**src/nio_map.svh**
```systemverilog
`ifndef NIO_MAP_SVH
`define NIO_MAP_SVH

// Clock and carrier timing
`define NIO_CLK_HZ            100_000_000
`define NIO_IR_CARRIER_HZ     38_500
`define NIO_IR_HALF_CYCLES    (`NIO_CLK_HZ / (2 * `NIO_IR_CARRIER_HZ))
`define NIO_IR_CNT_W          11

// Mode control field positions
`define NIO_MODE_IR_EN_BIT    3
`define NIO_MODE_IR_SEL_BIT   1

// Pin index map: one [3:0], two [7:4], three [11:8], six [15:12]
`define NIO_PORT_TWO_B3       7
`define NIO_PORT_THREE_B3     11
`define NIO_PORT_THREE_LSB    8

// Reset values
`define NIO_PIN_RST           16'h0000
`define NIO_PWM_CNT_RST       8'h00

`endif

```
**src/nio_pkg.sv**
```systemverilog
package nio_pkg;

    typedef logic [7:0]  nio_duty_t;
    typedef logic [15:0] nio_pins_t;

    typedef enum {
        NIO_RUN,
        NIO_STOP
    } nio_state_e;

endpackage

```
**src/nio_pwm_if.sv**
```systemverilog
`timescale 1ns/1ps
interface nio_pwm_if;
    logic [3:0]        en;
    nio_pkg::nio_duty_t duty [4];
    logic [3:0]        pwm;

    modport gen (
        input  en,
        input  duty,
        output pwm
    );
    modport user (
        output en,
        output duty,
        input  pwm
    );
endinterface

```
**src/nio_pwm.sv**
```systemverilog
`timescale 1ns/1ps
`include "nio_map.svh"
module nio_pwm (
    input  wire logic clk,
    input  wire logic clk_en,
    input  wire logic rst_b,
    nio_pwm_if.gen    pwm_bus
);

    logic [7:0] cnt_reg;
    logic [7:0] cnt_next;
    logic [3:0] pwm_reg;
    logic [3:0] pwm_next;

    assign pwm_bus.pwm = pwm_reg;

    always_comb begin
        cnt_next = cnt_reg + 8'h01;
    end

    genvar i;
    generate
        for (i = 0; i < 4; i++) begin : g_ch
            always_comb begin
                pwm_next[i] = pwm_bus.en[i] && (cnt_reg < pwm_bus.duty[i]);
            end

            a_pwm_duty_match: assert property (
                @(posedge clk) disable iff (!rst_b)
                clk_en |=> pwm_reg[i] == ($past(pwm_bus.en[i])
                    && ($past(cnt_reg) < $past(pwm_bus.duty[i]))))
                else $error("pwm level does not follow duty compare");
        end
    endgenerate

    always_ff @(posedge clk or negedge rst_b) begin
        if (!rst_b) begin
            cnt_reg <= `NIO_PWM_CNT_RST;
            pwm_reg <= 4'h0;
        end else if (clk_en) begin
            cnt_reg <= cnt_next;
            pwm_reg <= pwm_next;
        end
    end

    a_pwm_count_step: assert property (
        @(posedge clk) disable iff (!rst_b)
        clk_en |=> cnt_reg == 8'($past(cnt_reg) + 8'h01))
        else $error("pwm period counter did not advance");

endmodule

```
**src/nio_port.sv**
```systemverilog
`timescale 1ns/1ps
`include "nio_map.svh"
// Notes on behaviour
// - Four nibble ports, per-pin input or output
// - Halt request gates system clock off
// - Any pin edge while stopped wakes
// - Mode bit three enables infrared carrier
// - Port-three bit-three gated by 38.5 kHz carrier, output on port-three bit-three, or port-two bit-three with mode bit one
// - Port-three pins carry four pulse-width outputs
// - Resistor select picks external or internal resistor
module nio_port (
    input  wire logic             clk,
    input  wire logic             clk_en,
    input  wire logic             rst_b,
    input  wire nio_pkg::nio_pins_t pin_in,
    output nio_pkg::nio_pins_t    pin_out,
    output nio_pkg::nio_pins_t    pin_oe,
    output nio_pkg::nio_pins_t    pin_pull_dn,
    output nio_pkg::nio_pins_t    port_read,
    input  wire nio_pkg::nio_pins_t port_dir,
    input  wire nio_pkg::nio_pins_t port_data,
    input  wire logic [3:0]       mode_ctrl,
    input  wire logic [3:0]       pwm_en,
    input  wire logic [31:0]      pwm_duty,
    input  wire logic             halt_req,
    output logic                  sys_clk_run,
    input  wire logic             osc_resistor_select,
    output logic                  osc_ext_resistor_en
);

    nio_pkg::nio_state_e state_reg;
    nio_pkg::nio_state_e state_next;
    nio_pkg::nio_pins_t  pin_prev_reg;
    nio_pkg::nio_pins_t  pin_out_reg;
    nio_pkg::nio_pins_t  pin_out_next;
    nio_pkg::nio_pins_t  pin_oe_reg;
    nio_pkg::nio_pins_t  pin_pull_dn_reg;
    nio_pkg::nio_pins_t  port_read_reg;
    logic [`NIO_IR_CNT_W-1:0] car_cnt_reg;
    logic [`NIO_IR_CNT_W-1:0] car_cnt_next;
    logic                carrier_reg;
    logic                carrier_next;
    logic                osc_sel_reg;
    logic                ir_en;
    logic                ir_sel;
    logic                ir_mod;

    localparam logic [`NIO_IR_CNT_W-1:0] CAR_LAST =
        `NIO_IR_CNT_W'(`NIO_IR_HALF_CYCLES - 1);

    nio_pwm_if pwm_bus ();

    genvar k;
    generate
        for (k = 0; k < 4; k++) begin : g_duty
            assign pwm_bus.duty[k] = pwm_duty[8*k +: 8];
        end
    endgenerate
    assign pwm_bus.en = pwm_en;

    nio_pwm u_pwm (
        .clk     (clk),
        .clk_en  (clk_en),
        .rst_b   (rst_b),
        .pwm_bus (pwm_bus)
    );

    assign pin_out             = pin_out_reg;
    assign pin_oe              = pin_oe_reg;
    assign pin_pull_dn         = pin_pull_dn_reg;
    assign port_read           = port_read_reg;
    assign osc_ext_resistor_en = osc_sel_reg;
    // core clock runs only in run state
    assign sys_clk_run = (state_reg == nio_pkg::NIO_RUN);

    // halt enters stop; any edge wakes
    always_comb begin
        state_next = state_reg;
        case (state_reg)
            nio_pkg::NIO_RUN: begin
                if (halt_req) begin
                    state_next = nio_pkg::NIO_STOP;
                end
            end
            nio_pkg::NIO_STOP: begin
                if (pin_in != pin_prev_reg) begin
                    state_next = nio_pkg::NIO_RUN;
                end
            end
            default: begin
                state_next = nio_pkg::NIO_RUN;
            end
        endcase
    end

    // square carrier, toggles each half period
    always_comb begin
        car_cnt_next = car_cnt_reg + `NIO_IR_CNT_W'(1);
        carrier_next = carrier_reg;
        if (car_cnt_reg == CAR_LAST) begin
            car_cnt_next = '0;
            carrier_next = ~carrier_reg;
        end
    end

    assign ir_en  = mode_ctrl[`NIO_MODE_IR_EN_BIT];
    assign ir_sel = mode_ctrl[`NIO_MODE_IR_SEL_BIT];
    assign ir_mod = port_data[`NIO_PORT_THREE_B3] & carrier_reg;

    // Infrared overrides pulse width on port-three bit three
    always_comb begin
        pin_out_next = port_data;
        for (int i = 0; i < 4; i++) begin
            if (pwm_en[i]) begin
                pin_out_next[`NIO_PORT_THREE_LSB + i] = pwm_bus.pwm[i];
            end
        end
        // route modulated bit by pin select
        if (ir_en) begin
            if (ir_sel) begin
                pin_out_next[`NIO_PORT_TWO_B3] = ir_mod;
            end else begin
                pin_out_next[`NIO_PORT_THREE_B3] = ir_mod;
            end
        end
    end

    always_ff @(posedge clk or negedge rst_b) begin
        if (!rst_b) begin
            state_reg       <= nio_pkg::NIO_RUN;
            pin_prev_reg    <= `NIO_PIN_RST;
            pin_out_reg     <= `NIO_PIN_RST;
            pin_oe_reg      <= `NIO_PIN_RST;
            pin_pull_dn_reg <= `NIO_PIN_RST;
            port_read_reg   <= `NIO_PIN_RST;
            car_cnt_reg     <= '0;
            carrier_reg     <= 1'b0;
            osc_sel_reg     <= 1'b0;
        end else if (clk_en) begin
            state_reg       <= state_next;
            pin_prev_reg    <= pin_in;
            pin_out_reg     <= pin_out_next;
            pin_oe_reg      <= port_dir;
            pin_pull_dn_reg <= ~port_dir;
            port_read_reg   <= pin_in;
            car_cnt_reg     <= car_cnt_next;
            carrier_reg     <= carrier_next;
            // resistor select follows the strap pin
            osc_sel_reg     <= osc_resistor_select;
        end
    end

    a_dir_pull_oe: assert property (
        @(posedge clk) disable iff (!rst_b)
        clk_en |=> (pin_oe == $past(port_dir))
            && (pin_pull_dn == ~pin_oe))
        else $error("pin direction or pull-down wrong");

    a_halt_stop: assert property (
        @(posedge clk) disable iff (!rst_b)
        clk_en && sys_clk_run && halt_req |=> !sys_clk_run)
        else $error("halt did not stop the clock");

    a_stop_wake: assert property (
        @(posedge clk) disable iff (!rst_b)
        clk_en && !sys_clk_run && (pin_in != pin_prev_reg)
            |=> sys_clk_run)
        else $error("pin edge did not wake from stop");

    a_stop_hold: assert property (
        @(posedge clk) disable iff (!rst_b)
        clk_en && !sys_clk_run && (pin_in == pin_prev_reg)
            |=> !sys_clk_run)
        else $error("left stop with no pin edge");

    a_carrier_half: assert property (
        @(posedge clk) disable iff (!rst_b)
        clk_en && (car_cnt_reg == CAR_LAST)
            |=> (carrier_reg != $past(carrier_reg)) && (car_cnt_reg == 0))
        else $error("carrier half period wrong");

    a_ir_route_two: assert property (
        @(posedge clk) disable iff (!rst_b)
        clk_en && ir_en && ir_sel |=> pin_out[`NIO_PORT_TWO_B3]
            == ($past(port_data[`NIO_PORT_THREE_B3]) & $past(carrier_reg)))
        else $error("infrared not on port two bit three");

    a_ir_route_three: assert property (
        @(posedge clk) disable iff (!rst_b)
        clk_en && ir_en && !ir_sel |=> pin_out[`NIO_PORT_THREE_B3]
            == ($past(port_data[`NIO_PORT_THREE_B3]) & $past(carrier_reg)))
        else $error("infrared not on port three bit three");

    a_ir_off_plain: assert property (
        @(posedge clk) disable iff (!rst_b)
        clk_en && !ir_en |=> pin_out[`NIO_PORT_TWO_B3]
            == $past(port_data[`NIO_PORT_TWO_B3]))
        else $error("port two bit three altered with infrared off");

    a_osc_select: assert property (
        @(posedge clk) disable iff (!rst_b)
        clk_en |=> osc_ext_resistor_en == $past(osc_resistor_select))
        else $error("oscillator resistor select not followed");

    a_read_follow: assert property (
        @(posedge clk) disable iff (!rst_b)
        clk_en |=> port_read == $past(pin_in))
        else $error("port read value does not follow pins");

    a_pwm_pin_mux: assert property (
        @(posedge clk) disable iff (!rst_b)
        clk_en && pwm_en[0] |=> pin_out[`NIO_PORT_THREE_LSB]
            == $past(pwm_bus.pwm[0]))
        else $error("pulse width not on port three bit zero");

    a_carrier_count: assert property (
        @(posedge clk) disable iff (!rst_b)
        clk_en && (car_cnt_reg != CAR_LAST)
            |=> (car_cnt_reg == $past(car_cnt_reg) + `NIO_IR_CNT_W'(1))
            && $stable(carrier_reg))
        else $error("carrier count or level wrong mid half period");

    a_en_freeze: assert property (
        @(posedge clk) disable iff (!rst_b)
        !clk_en |=> $stable(sys_clk_run) && $stable(pin_out)
            && $stable(osc_ext_resistor_en))
        else $error("state changed while clock enable low");

endmodule

```
**config.mk**
```make
export PLATFORM = sky130hd
export DESIGN_NAME = nio_port
export DESIGN_NICKNAME = d
export VERILOG_FILES = /design/src/nio_pkg.sv /design/src/nio_pwm_if.sv /design/src/nio_pwm.sv /design/src/nio_port.sv
export VERILOG_INCLUDE_DIRS = /design/src
export SDC_FILE = /design/constraint.sdc
export NUM_CORES = 1
export LEC_CHECK = 0
export BUFFER_PORTS_ARGS = -buffer_cell sky130_fd_sc_hd__buf_2
export CAP_MARGIN = 20
export CORE_MARGIN = 2
export CORE_UTILIZATION = 40
export CTS_CLUSTER_SIZE = 25
export DETAILED_ROUTE_END_ITERATION = 8
export PLACE_DENSITY = 0.66
export SLEW_MARGIN = 0
export SYNTH_ARGS = -nofsm -noshare
export SYNTH_HDL_FRONTEND = slang
export SYNTH_HIERARCHICAL = 1
export SYNTH_SLANG_ARGS = --single-unit
```
**constraint.sdc**
```tcl
create_clock -name clk -period 2 [get_ports clk]
set_input_delay 0.3 -clock clk [delete_from_list [all_inputs] [get_ports clk]]
set_output_delay 0.3 -clock clk [all_outputs]
set_load 0.005 [all_outputs]
```
### Yosys cells after proc, flatten, opt, wreduce, memory -nomap -nowiden

Cells that the tools add are included.

| cells by class | value |
|---|---|
| add/sub/neg operators | 2 |
| multiply operators | 0 |
| div/mod/pow operators | 0 |
| $lt $le $gt $ge | 4 |
| eq/ne operators | 5 |
| shift-type cells | 0 |
| muxes and demuxes | 12 |
| bitwise logic cells | 3 |
| reductions and logical operators | 8 |

Operators by type and width:

| operator | number |
|---|---|
| logical NOT 32 bit | 2 |
| two-way mux 32 bit | 2 |
| case mux 32 bit (2 select lines) | 1 |
| equality test 32 x 1 -> 1 bit, second input constant | 1 |
| less-than comparator 8 bit | 4 |
| != test 16 bit | 1 |
| NOT 16 bit | 1 |
| adder 11 x 1 -> 11 bit, second input constant | 1 |
| equality test 11 bit, second input constant | 1 |
| two-way mux 11 bit | 1 |
| adder 8 x 1 -> 8 bit, second input constant | 1 |
| two-way mux 1 bit | 8 |
| logical AND 1 bit | 4 |
| != test 2 bit, second input constant | 2 |
| AND reduction 3 bit | 1 |
| AND reduction 2 bit | 1 |
| bitwise AND 1 bit | 1 |
| NOT 1 bit | 1 |

| word-level totals | value |
|---|---|
| register bits | 121 |
| bits in latches | 0 |
| memory bits (writable) | 0 |
| memory bits (read-only) | 0 |
| input bits | 93 |
| output and inout bits | 66 |
| word-level logic and storage cells | 44 |
| memories | 0 |

### Logic depth before layout (Yosys ltp)

Gate-level depths: netlist of run 1.

| depth | value |
|---|---|
| depth after elaboration | 3 |
| gate-level depth with buffers | 6 |
| mapped depth without buffers | 6 |

### Cells and area by module

The synthesis of run 1 kept the hierarchy.

By module, submodules not included:

| module | times used | cells an instance | area an instance (µm²) | seq. area each (µm²) |
|---|---|---|---|---|
| nio_port | 1 | 248 | 3320.7 | 1951.9 |
| nio_pwm | 1 | 134 | 1191.1 | 300.3 |

### Worst setup path before layout of run 1

OpenSTA, ideal clock, no wires.

| path | value |
|---|---|
| path type | register -> register |
| start point | register car_cnt_reg[5] |
| end point | register car_cnt_reg[4] |
| setup time | 0.121 ns |
| arrival | 1.468 ns |
| required time | 1.879 ns |
| setup slack | 0.411 ns |
| cell stages (with the launch flop) | 5 |
| path buffers | 0 |
| period minus slack after synthesis | 1.589 ns |
| cell sequence | dfrtp_1 > or4b_4 > nor4_4 > o21ai_1 > a22o_1 |

| between the ends | value |
|---|---|
| word-level cells in the longest chain between the ends | 2 |

RTL lines:

| element | line | RTL |
|---|---|---|
| start: declaration | nio_port.sv:39 | `` logic [`NIO_IR_CNT_W-1:0] car_cnt_reg; `` |
| start signal: assignment | nio_port.sv:146 | `car_cnt_reg <= car_cnt_next;` |
| equality test 11 bit | nio_port.sv:100 | `if (car_cnt_reg == CAR_LAST) begin` |
| two-way mux 11 bit | nio_port.sv:100 |  |

No other way between the ends.
A chain may end at the register's enable or synchronous reset.

### Worst setup path in the final report of run 1

Same ends and word-level chain as after synthesis.

==> results.json, run 1 <==
{
  "outcome": "finished with violations",
  "violations": "negative hold slack",
  "crit_required_ns": 2.22,
  "grt_max_degree": 47,
  "clk_pin_slew_worst_paths_ns": 0.06,
  "leakage_uw": 0.00297,
  "antenna_found_initial": 0,
  "ant_nets": 0,
  "synth_edf_count": 0,
  "cp_top_family": "simple AND/OR/NAND/NOR gates",
  "crit_end": "car_cnt_reg[4]$_DFFE_PN0P_",
  "ys_top_cells_by_count": "dfrtp_1 (90), inv_1 (47), mux2_2 (45)",
  "maxCapViolCount": 0,
  "worstSetupEndpointType": "flip-flop",
  "async_flop_share": 1.00,
  "r2r_cells": 4,
  "grt_first_pass_wirelength_um": 15400,
  "synthCells": 382,
  "synthMostInstantiatedCell": "dfrtp_1",
  "clockBufferDepth": 2,
  "clock_latency_ns": 0.33,
  "coreArea_um2": 10900,
  "dp_hpwl_um": 7210,
  "worstReg2RegStart": "car_cnt_reg[5]$_DFFE_PN0P_",
  "yosysWarningCount": 6,
  "synth_top_cell_area_share": 0.499,
  "route.detailed.drc": 0,
  "r2r-end": "car_cnt_reg[4]$_DFFE_PN0P_",
  "yosys.cell_types.count": 37,
  "critical_path_arrival_ns": 1.94,
  "cts_sinks": 90,
  "numPortBuffers": 156,
  "fp.dieW_um": 110,
  "fmax_ghz": 0.582,
  "drive_gt1_frac": 0.406,
  "post-place-cells": 672,
  "fp.dieH_um": 110,
  "drt-total-wl_um": 9450,
  "synth_area_leader_cell": "dfrtp_1",
  "cp_num_cells": 4,
  "grt_pass1_vias": 3335,
  "post_cts_resized": 0,
  "crit_path_top_delay_cell": "or4b_4",
  "setup_viol": 0,
  "stdcell_count": 687,
  "hold_path.class": "primary input to async pin",
  "gp_congestion": 0.769,
  "fin_crit_ns": 1.72,
  "floorplan.die_area_um2": 12100,
  "ioPinCount": 159,
  "power.density_nw_per_um2": 929,
  "vdd_ir_drop_max_v": 0.000413,
  "cts_tree": "yes",
  "synthTopCellsByArea": "dfrtp_1 (50%), mux2_2 (11%), ha_1 (8.6%)",
  "syn_to_final_growth_pct": 28.2,
  "final_hold_viol_count": 6,
  "grtUsageTotal": 0.161,
  "synthesis.area_um2": 4510,
  "vias": 3367,
  "drt_iter0_drc": 134,
  "first_pass_iters": 4,
  "diodes": 0,
  "ff2ff_setup_slack_ns": 0.28,
  "syn_nets": 506,
  "skew_ns": 0.00837,
  "ys_ff_latch": 90,
  "viasPerCell": 4.90,
  "slowest_delay_ns": 0.56,
  "wl_per_cell_um": 13.8,
  "tns_ns": 0,
  "start_util": 0.413,
  "cts_buffers": 9,
  "grt-ovfl-total": 0,
  "worst_pin_slew_ns": 0.634,
  "maxSlewViolCount": 0,
  "worstSetupStartpoint": "car_cnt_reg[5]$_DFFE_PN0P_",
  "cp_max_fo": 7,
  "ys.flop_type": "dfrtp_1",
  "path_cells": "or4b_4, nor4_4, o21ai_1, a22o_1",
  "rsz0062_at_grt": "no",
  "final_nets": 667,
  "htreeDepth": 3,
  "ys_seq_area_frac": 0.499,
  "slew_headroom": 0.578,
  "criticalPathCategory": "flip-flop to flip-flop",
  "cts_setup_buffers": 0,
  "crit_buf_inv": 0,
  "hold_ws_ns": -0.0104,
  "rows": 38,
  "fin_util": 0.529,
  "cts-root-buf": "clkbuf_16",
  "synth.avg_cell_area_um2": 11.8,
  "worst_setup_path_start_kind": "flip-flop",
  "period_share": 0.860,
  "hold_buffers": 0
}
worst register-to-register path, stage by stage (launching register included):
cell and delay (ns):
dfrtp_1 0.41, or4b_4 0.56, nor4_4 0.34, o21ai_1 0.13, a22o_1 0.18
power by group:
group	internal, uW	switching (uW)	total, uW	leakage [uW]
Clock	995	660	1660	0.000134
Sequential	2090	329	2420	0.00108
Combinational	709	588	1300	0.00176
cells in the final DEF, fill, tap and decap left out, types with 2 or more instances in the layout:
cell type / synthesis / layout
nand2b_1: 6 / 6
clkinvlp_4: 0 / 3
nor2_1: 12 / 12
o21a_1: 7 / 7
mux2_2: 45 / 45
xor2_1: 22 / 22
a21oi_1: 11 / 11
o2111ai_1: 5 / 5
o21ai_0: 4 / 4
nand3_1: 11 / 11
buf_4: 1 / 2
nand2_1: 13 / 13
nor4_1: 8 / 8
buf_12: 0 / 4
nand4_1: 5 / 5
nand4b_1: 2 / 2
inv_1: 47 / 47
dfrtp_1: 90 / 90
buf_2: 3 / 154
clkbuf_16: 0 / 9
a31oi_1: 3 / 3
o211ai_1: 3 / 3
nor3_1: 3 / 3
a22o_1: 4 / 4
xnor2_1: 9 / 9
ha_1: 31 / 31
mux2i_1: 21 / 21
per-stage QoR:
stage / worst slack (ns) / hold WS, ns / power, uW / cell area, um^2
final: 0.281 / -0.0104 / 5370 / 5780
after global placement: 0.291 / 0.359 / 3680 / 5490
after global routing: 0.198 / 0.0281 / 5750 / 5780
after CTS: 0.269 / 0.00525 / 5460 / 5780
after detailed placement: 0.265 / 0.362 / 3770 / 5490
after floorplan: 0.411 / 0.00441 / 3210 / 4510
final cells by class:
cell class	instances	area [um^2]
Inverter	47	176
Clock buffer	11	243
Clock inverter	4	52.6
Multi-Input combinational cell	235	2020
Timing Repair Buffer	160	866
Tap cell	140	175
Fill cell	989	5150
Sequential cell	90	2250
worst min path at each step:
stage | depth (start not counted) | from | slack, ns | endpoint
2_1_floorplan | 0 | rst_b | 0.004 | car_cnt_reg[0]$_DFFE_PN0P_
3_3_place_gp | 1 | rst_b | 0.36 | pin_oe[3]$_DFFE_PN0P_
3_5_place_dp | 1 | rst_b | 0.36 | pin_oe[3]$_DFFE_PN0P_
4_1_cts | 1 | rst_b | 0.005 | pin_oe[3]$_DFFE_PN0P_
5_1_grt | 1 | rst_b | 0.03 | pin_oe[3]$_DFFE_PN0P_
6_report | 1 | rst_b | -0.01 | pin_oe[3]$_DFFE_PN0P_
metal layers:
metal	up-vias	track usage	share of wire
li1	1647	-	-
met1	1610	0.210	0.46
met2	101	0.262	0.47
met3	9	0.0453	0.069
met4	0	0.0446	0.0098
met5	-	0	0
logic make-up (layout without fill, tap and decap cells):
family                   count (synthesis)  after routing  share of synthesized area
flip-flops                              90             90                      0.499
multiplexers                            66             66                      0.159
AND/OR/NAND/NOR                         65             65                     0.0796
buffers and inverters                   57            222                     0.0535
AO/OA/AOI/OAI                           42             42                     0.0627
adder cells (fa/ha/maj)                 31             31                     0.0860
XOR/XNOR                                31             31                     0.0602
Note: power is estimated with default switching activity, not from simulation.
==> run 2: changes to the inputs <==
--- a/config.mk
+++ b/config.mk
@@ -8,11 +8,13 @@
 export LEC_CHECK = 0
 export BUFFER_PORTS_ARGS = -buffer_cell sky130_fd_sc_hd__buf_2
 export CAP_MARGIN = 20
+export CELL_PAD_IN_SITES_DETAIL_PLACEMENT = 1
+export CELL_PAD_IN_SITES_GLOBAL_PLACEMENT = 1
 export CORE_MARGIN = 2
-export CORE_UTILIZATION = 40
+export CORE_UTILIZATION = 39
 export CTS_CLUSTER_SIZE = 25
 export DETAILED_ROUTE_END_ITERATION = 8
-export PLACE_DENSITY = 0.66
+export PLACE_DENSITY_LB_ADDON = 0.1
 export SLEW_MARGIN = 0
 export SYNTH_ARGS = -nofsm -noshare
 export SYNTH_HDL_FRONTEND = slang
==> run 2 against run 1 <==
The run now ends clean. Die area increased by 2.5%. Via count increased by 2.2%. Combinational power about the same. Critical path depth unchanged. Register-to-register slack got worse by 0.02 ns. Global-route usage increased by 2.4 points. Sequential share of layout area decreased by 0.32 points. Fmax decreased by 1.4%. Sequential power about the same. Sequential cell count unchanged. Clock-buffer cell count decreased by 2. First-iteration DRC count decreased by 52%. Largest power group unchanged. Highest routed layer unchanged.
==> results.json, run 2 (synthesis gave the netlist of run 1 again) <==
{
  "crit_buf_inv": 0,
  "viasPerCell": 4.96,
  "ff2ff_setup_slack_ns": 0.26,
  "stdcell_count": 694,
  "clockBufferDepth": 2,
  "period_share": 0.871,
  "worstReg2RegStart": "car_cnt_reg[5]$_DFFE_PN0P_",
  "placed_area_um2": 5490,
  "maxSlewViolCount": 0,
  "fp.dieH_um": 112,
  "grt_pass1_vias": 3749,
  "hold_path.class": "primary input to flip-flop",
  "ioPinCount": 159,
  "coreArea_um2": 11400,
  "maxCapViolCount": 0,
  "first_pass_iters": 4,
  "slew_headroom": 0.699,
  "criticalPathCategory": "flip-flop to flip-flop",
  "cts_tree": "yes",
  "grt_first_pass_wirelength_um": 18400,
  "final_area_um2": 5830,
  "fin_crit_ns": 1.74,
  "htreeDepth": 3,
  "rows": 39,
  "slowest_delay_ns": 0.56,
  "fp.dieW_um": 112,
  "r2r_cells": 4,
  "drt_iter0_drc": 64,
  "final_common_cell": "buf_2",
  "path_cells": "or4b_4, nor4_4, o21ai_1, a22o_1",
  "route.detailed.drc": 0,
  "power.density_nw_per_um2": 961,
  "worst_pin_slew_ns": 0.452,
  "grt_max_degree": 39,
  "numPortBuffers": 156,
  "rsz0062_at_grt": "no",
  "cp_top_family": "simple AND/OR/NAND/NOR gates",
  "leakage_uw": 0.00300,
  "r2r-end": "car_cnt_reg[4]$_DFFE_PN0P_",
  "whs_path_depth": 2,
  "skew_ns": 0.00608,
  "post_cts_resized": 0,
  "clock_latency_ns": 0.35,
  "setup_viol": 0,
  "drive_gt1_frac": 0.410,
  "cts_buffers": 9,
  "clk_pin_slew_worst_paths_ns": 0.07,
  "grt-ovfl-total": 0,
  "gp_congestion": 0.761,
  "crit_required_ns": 2.23,
  "floorplan.die_area_um2": 12400,
  "cp_max_fo": 7,
  "dp_hpwl_um": 8190,
  "outcome": "finished clean",
  "worst_setup_path_start_kind": "flip-flop",
  "hp-start": "port_dir[14]",
  "total_power_uw": 5600,
  "cts_sinks": 90,
  "start_util": 0.397,
  "ant_nets": 0,
  "drt-total-wl_um": 10700,
  "vdd_ir_drop_max_v": 0.000658,
  "layout_common_cells": "buf_2 (154), dfrtp_1 (90), inv_1 (47), mux2_2 (45), ha_1 (31)",
  "fin_util": 0.513,
  "final_hold_viol_count": 0,
  "wl_per_cell_um": 15.4,
  "final_nets": 670,
  "antenna_found_initial": 0,
  "vias": 3440,
  "cts-root-buf": "clkbuf_16",
  "syn_to_final_growth_pct": 29.2,
  "worstSetupEndpointType": "flip-flop",
  "crit_path_top_delay_cell": "or4b_4",
  "min_to": "pin_pull_dn[14]$_DFFE_PN0P_",
  "fmax_ghz": 0.574,
  "critical_path_arrival_ns": 1.98,
  "diodes": 0,
  "tns_ns": 0,
  "grtUsageTotal": 0.185,
  "post-place-cells": 677
}
==> run 2: changes by cell type in the layout (fill, tap and decap cells not counted), sizes merged, moves of 2 or more <==
cell,change
clkinvlp,-2
clkbuf,-2
buf,+2
clkinv,+2
inv,+2
==> run 2: worst max path at each step <==
stage | slack [ns] | depth (start not counted) | endpoint | start
final | 0.26 | 4 | car_cnt_reg[4]$_DFFE_PN0P_ | car_cnt_reg[5]$_DFFE_PN0P_
after global placement | 0.28 | 4 | car_cnt_reg[4]$_DFFE_PN0P_ | car_cnt_reg[5]$_DFFE_PN0P_
after global routing | 0.14 | 4 | car_cnt_reg[4]$_DFFE_PN0P_ | car_cnt_reg[5]$_DFFE_PN0P_
after detailed placement | 0.26 | 4 | car_cnt_reg[4]$_DFFE_PN0P_ | car_cnt_reg[5]$_DFFE_PN0P_
after CTS | 0.23 | 4 | car_cnt_reg[4]$_DFFE_PN0P_ | car_cnt_reg[5]$_DFFE_PN0P_
after floorplan | 0.41 | 4 | car_cnt_reg[4]$_DFFE_PN0P_ | car_cnt_reg[5]$_DFFE_PN0P_
==> run 2: worst reg2reg max path, stage by stage, from the launching register on <==
cell     delay, ns
dfrtp_1       0.42
or4b_4        0.56
nor4_4        0.33
o21ai_1       0.14
a22o_1        0.19
==> run 2: final cells by class <==
type	instances	area, um^2
inverters	47	176
well taps	143	179
repair buffers	163	878
clock inverters	7	101
clock buffers	9	225
flip-flops and latches	90	2250
fillers	1290	5540
multi-input cells	235	2020
==> run 2: timing repair <==
| item | 4_1_cts | 5_1_grt |
|---|---|---|
| hold buffers | 1 | 0 |
| endpoints found under the hold margin | 28 | 0 |
| buffers inserted | 0 | 0 |
==> run 2: metrics by stage <==
step                setup slack [ns]  hold WS, ns
floorplan                      0.411      0.00441
global placement               0.276        0.274
detailed placement             0.261        0.278
CTS                            0.229        0.116
global route                   0.138        0.127
finish                         0.257        0.132
==> run 2: layer usage <==
metal  vias up  GRT usage  wire length [um]
li1       1662          -                 -
met1      1681      0.225              4580
met2        84      0.320              5430
met3        13     0.0397               452
met4         0     0.0741               196
met5         -          0                 0
==> run 2: where the power goes <==
part           switching (uW)  internal [uW]
logic                     620            710
registers                 336           2090
clock network             739           1110
total                    1690           3910
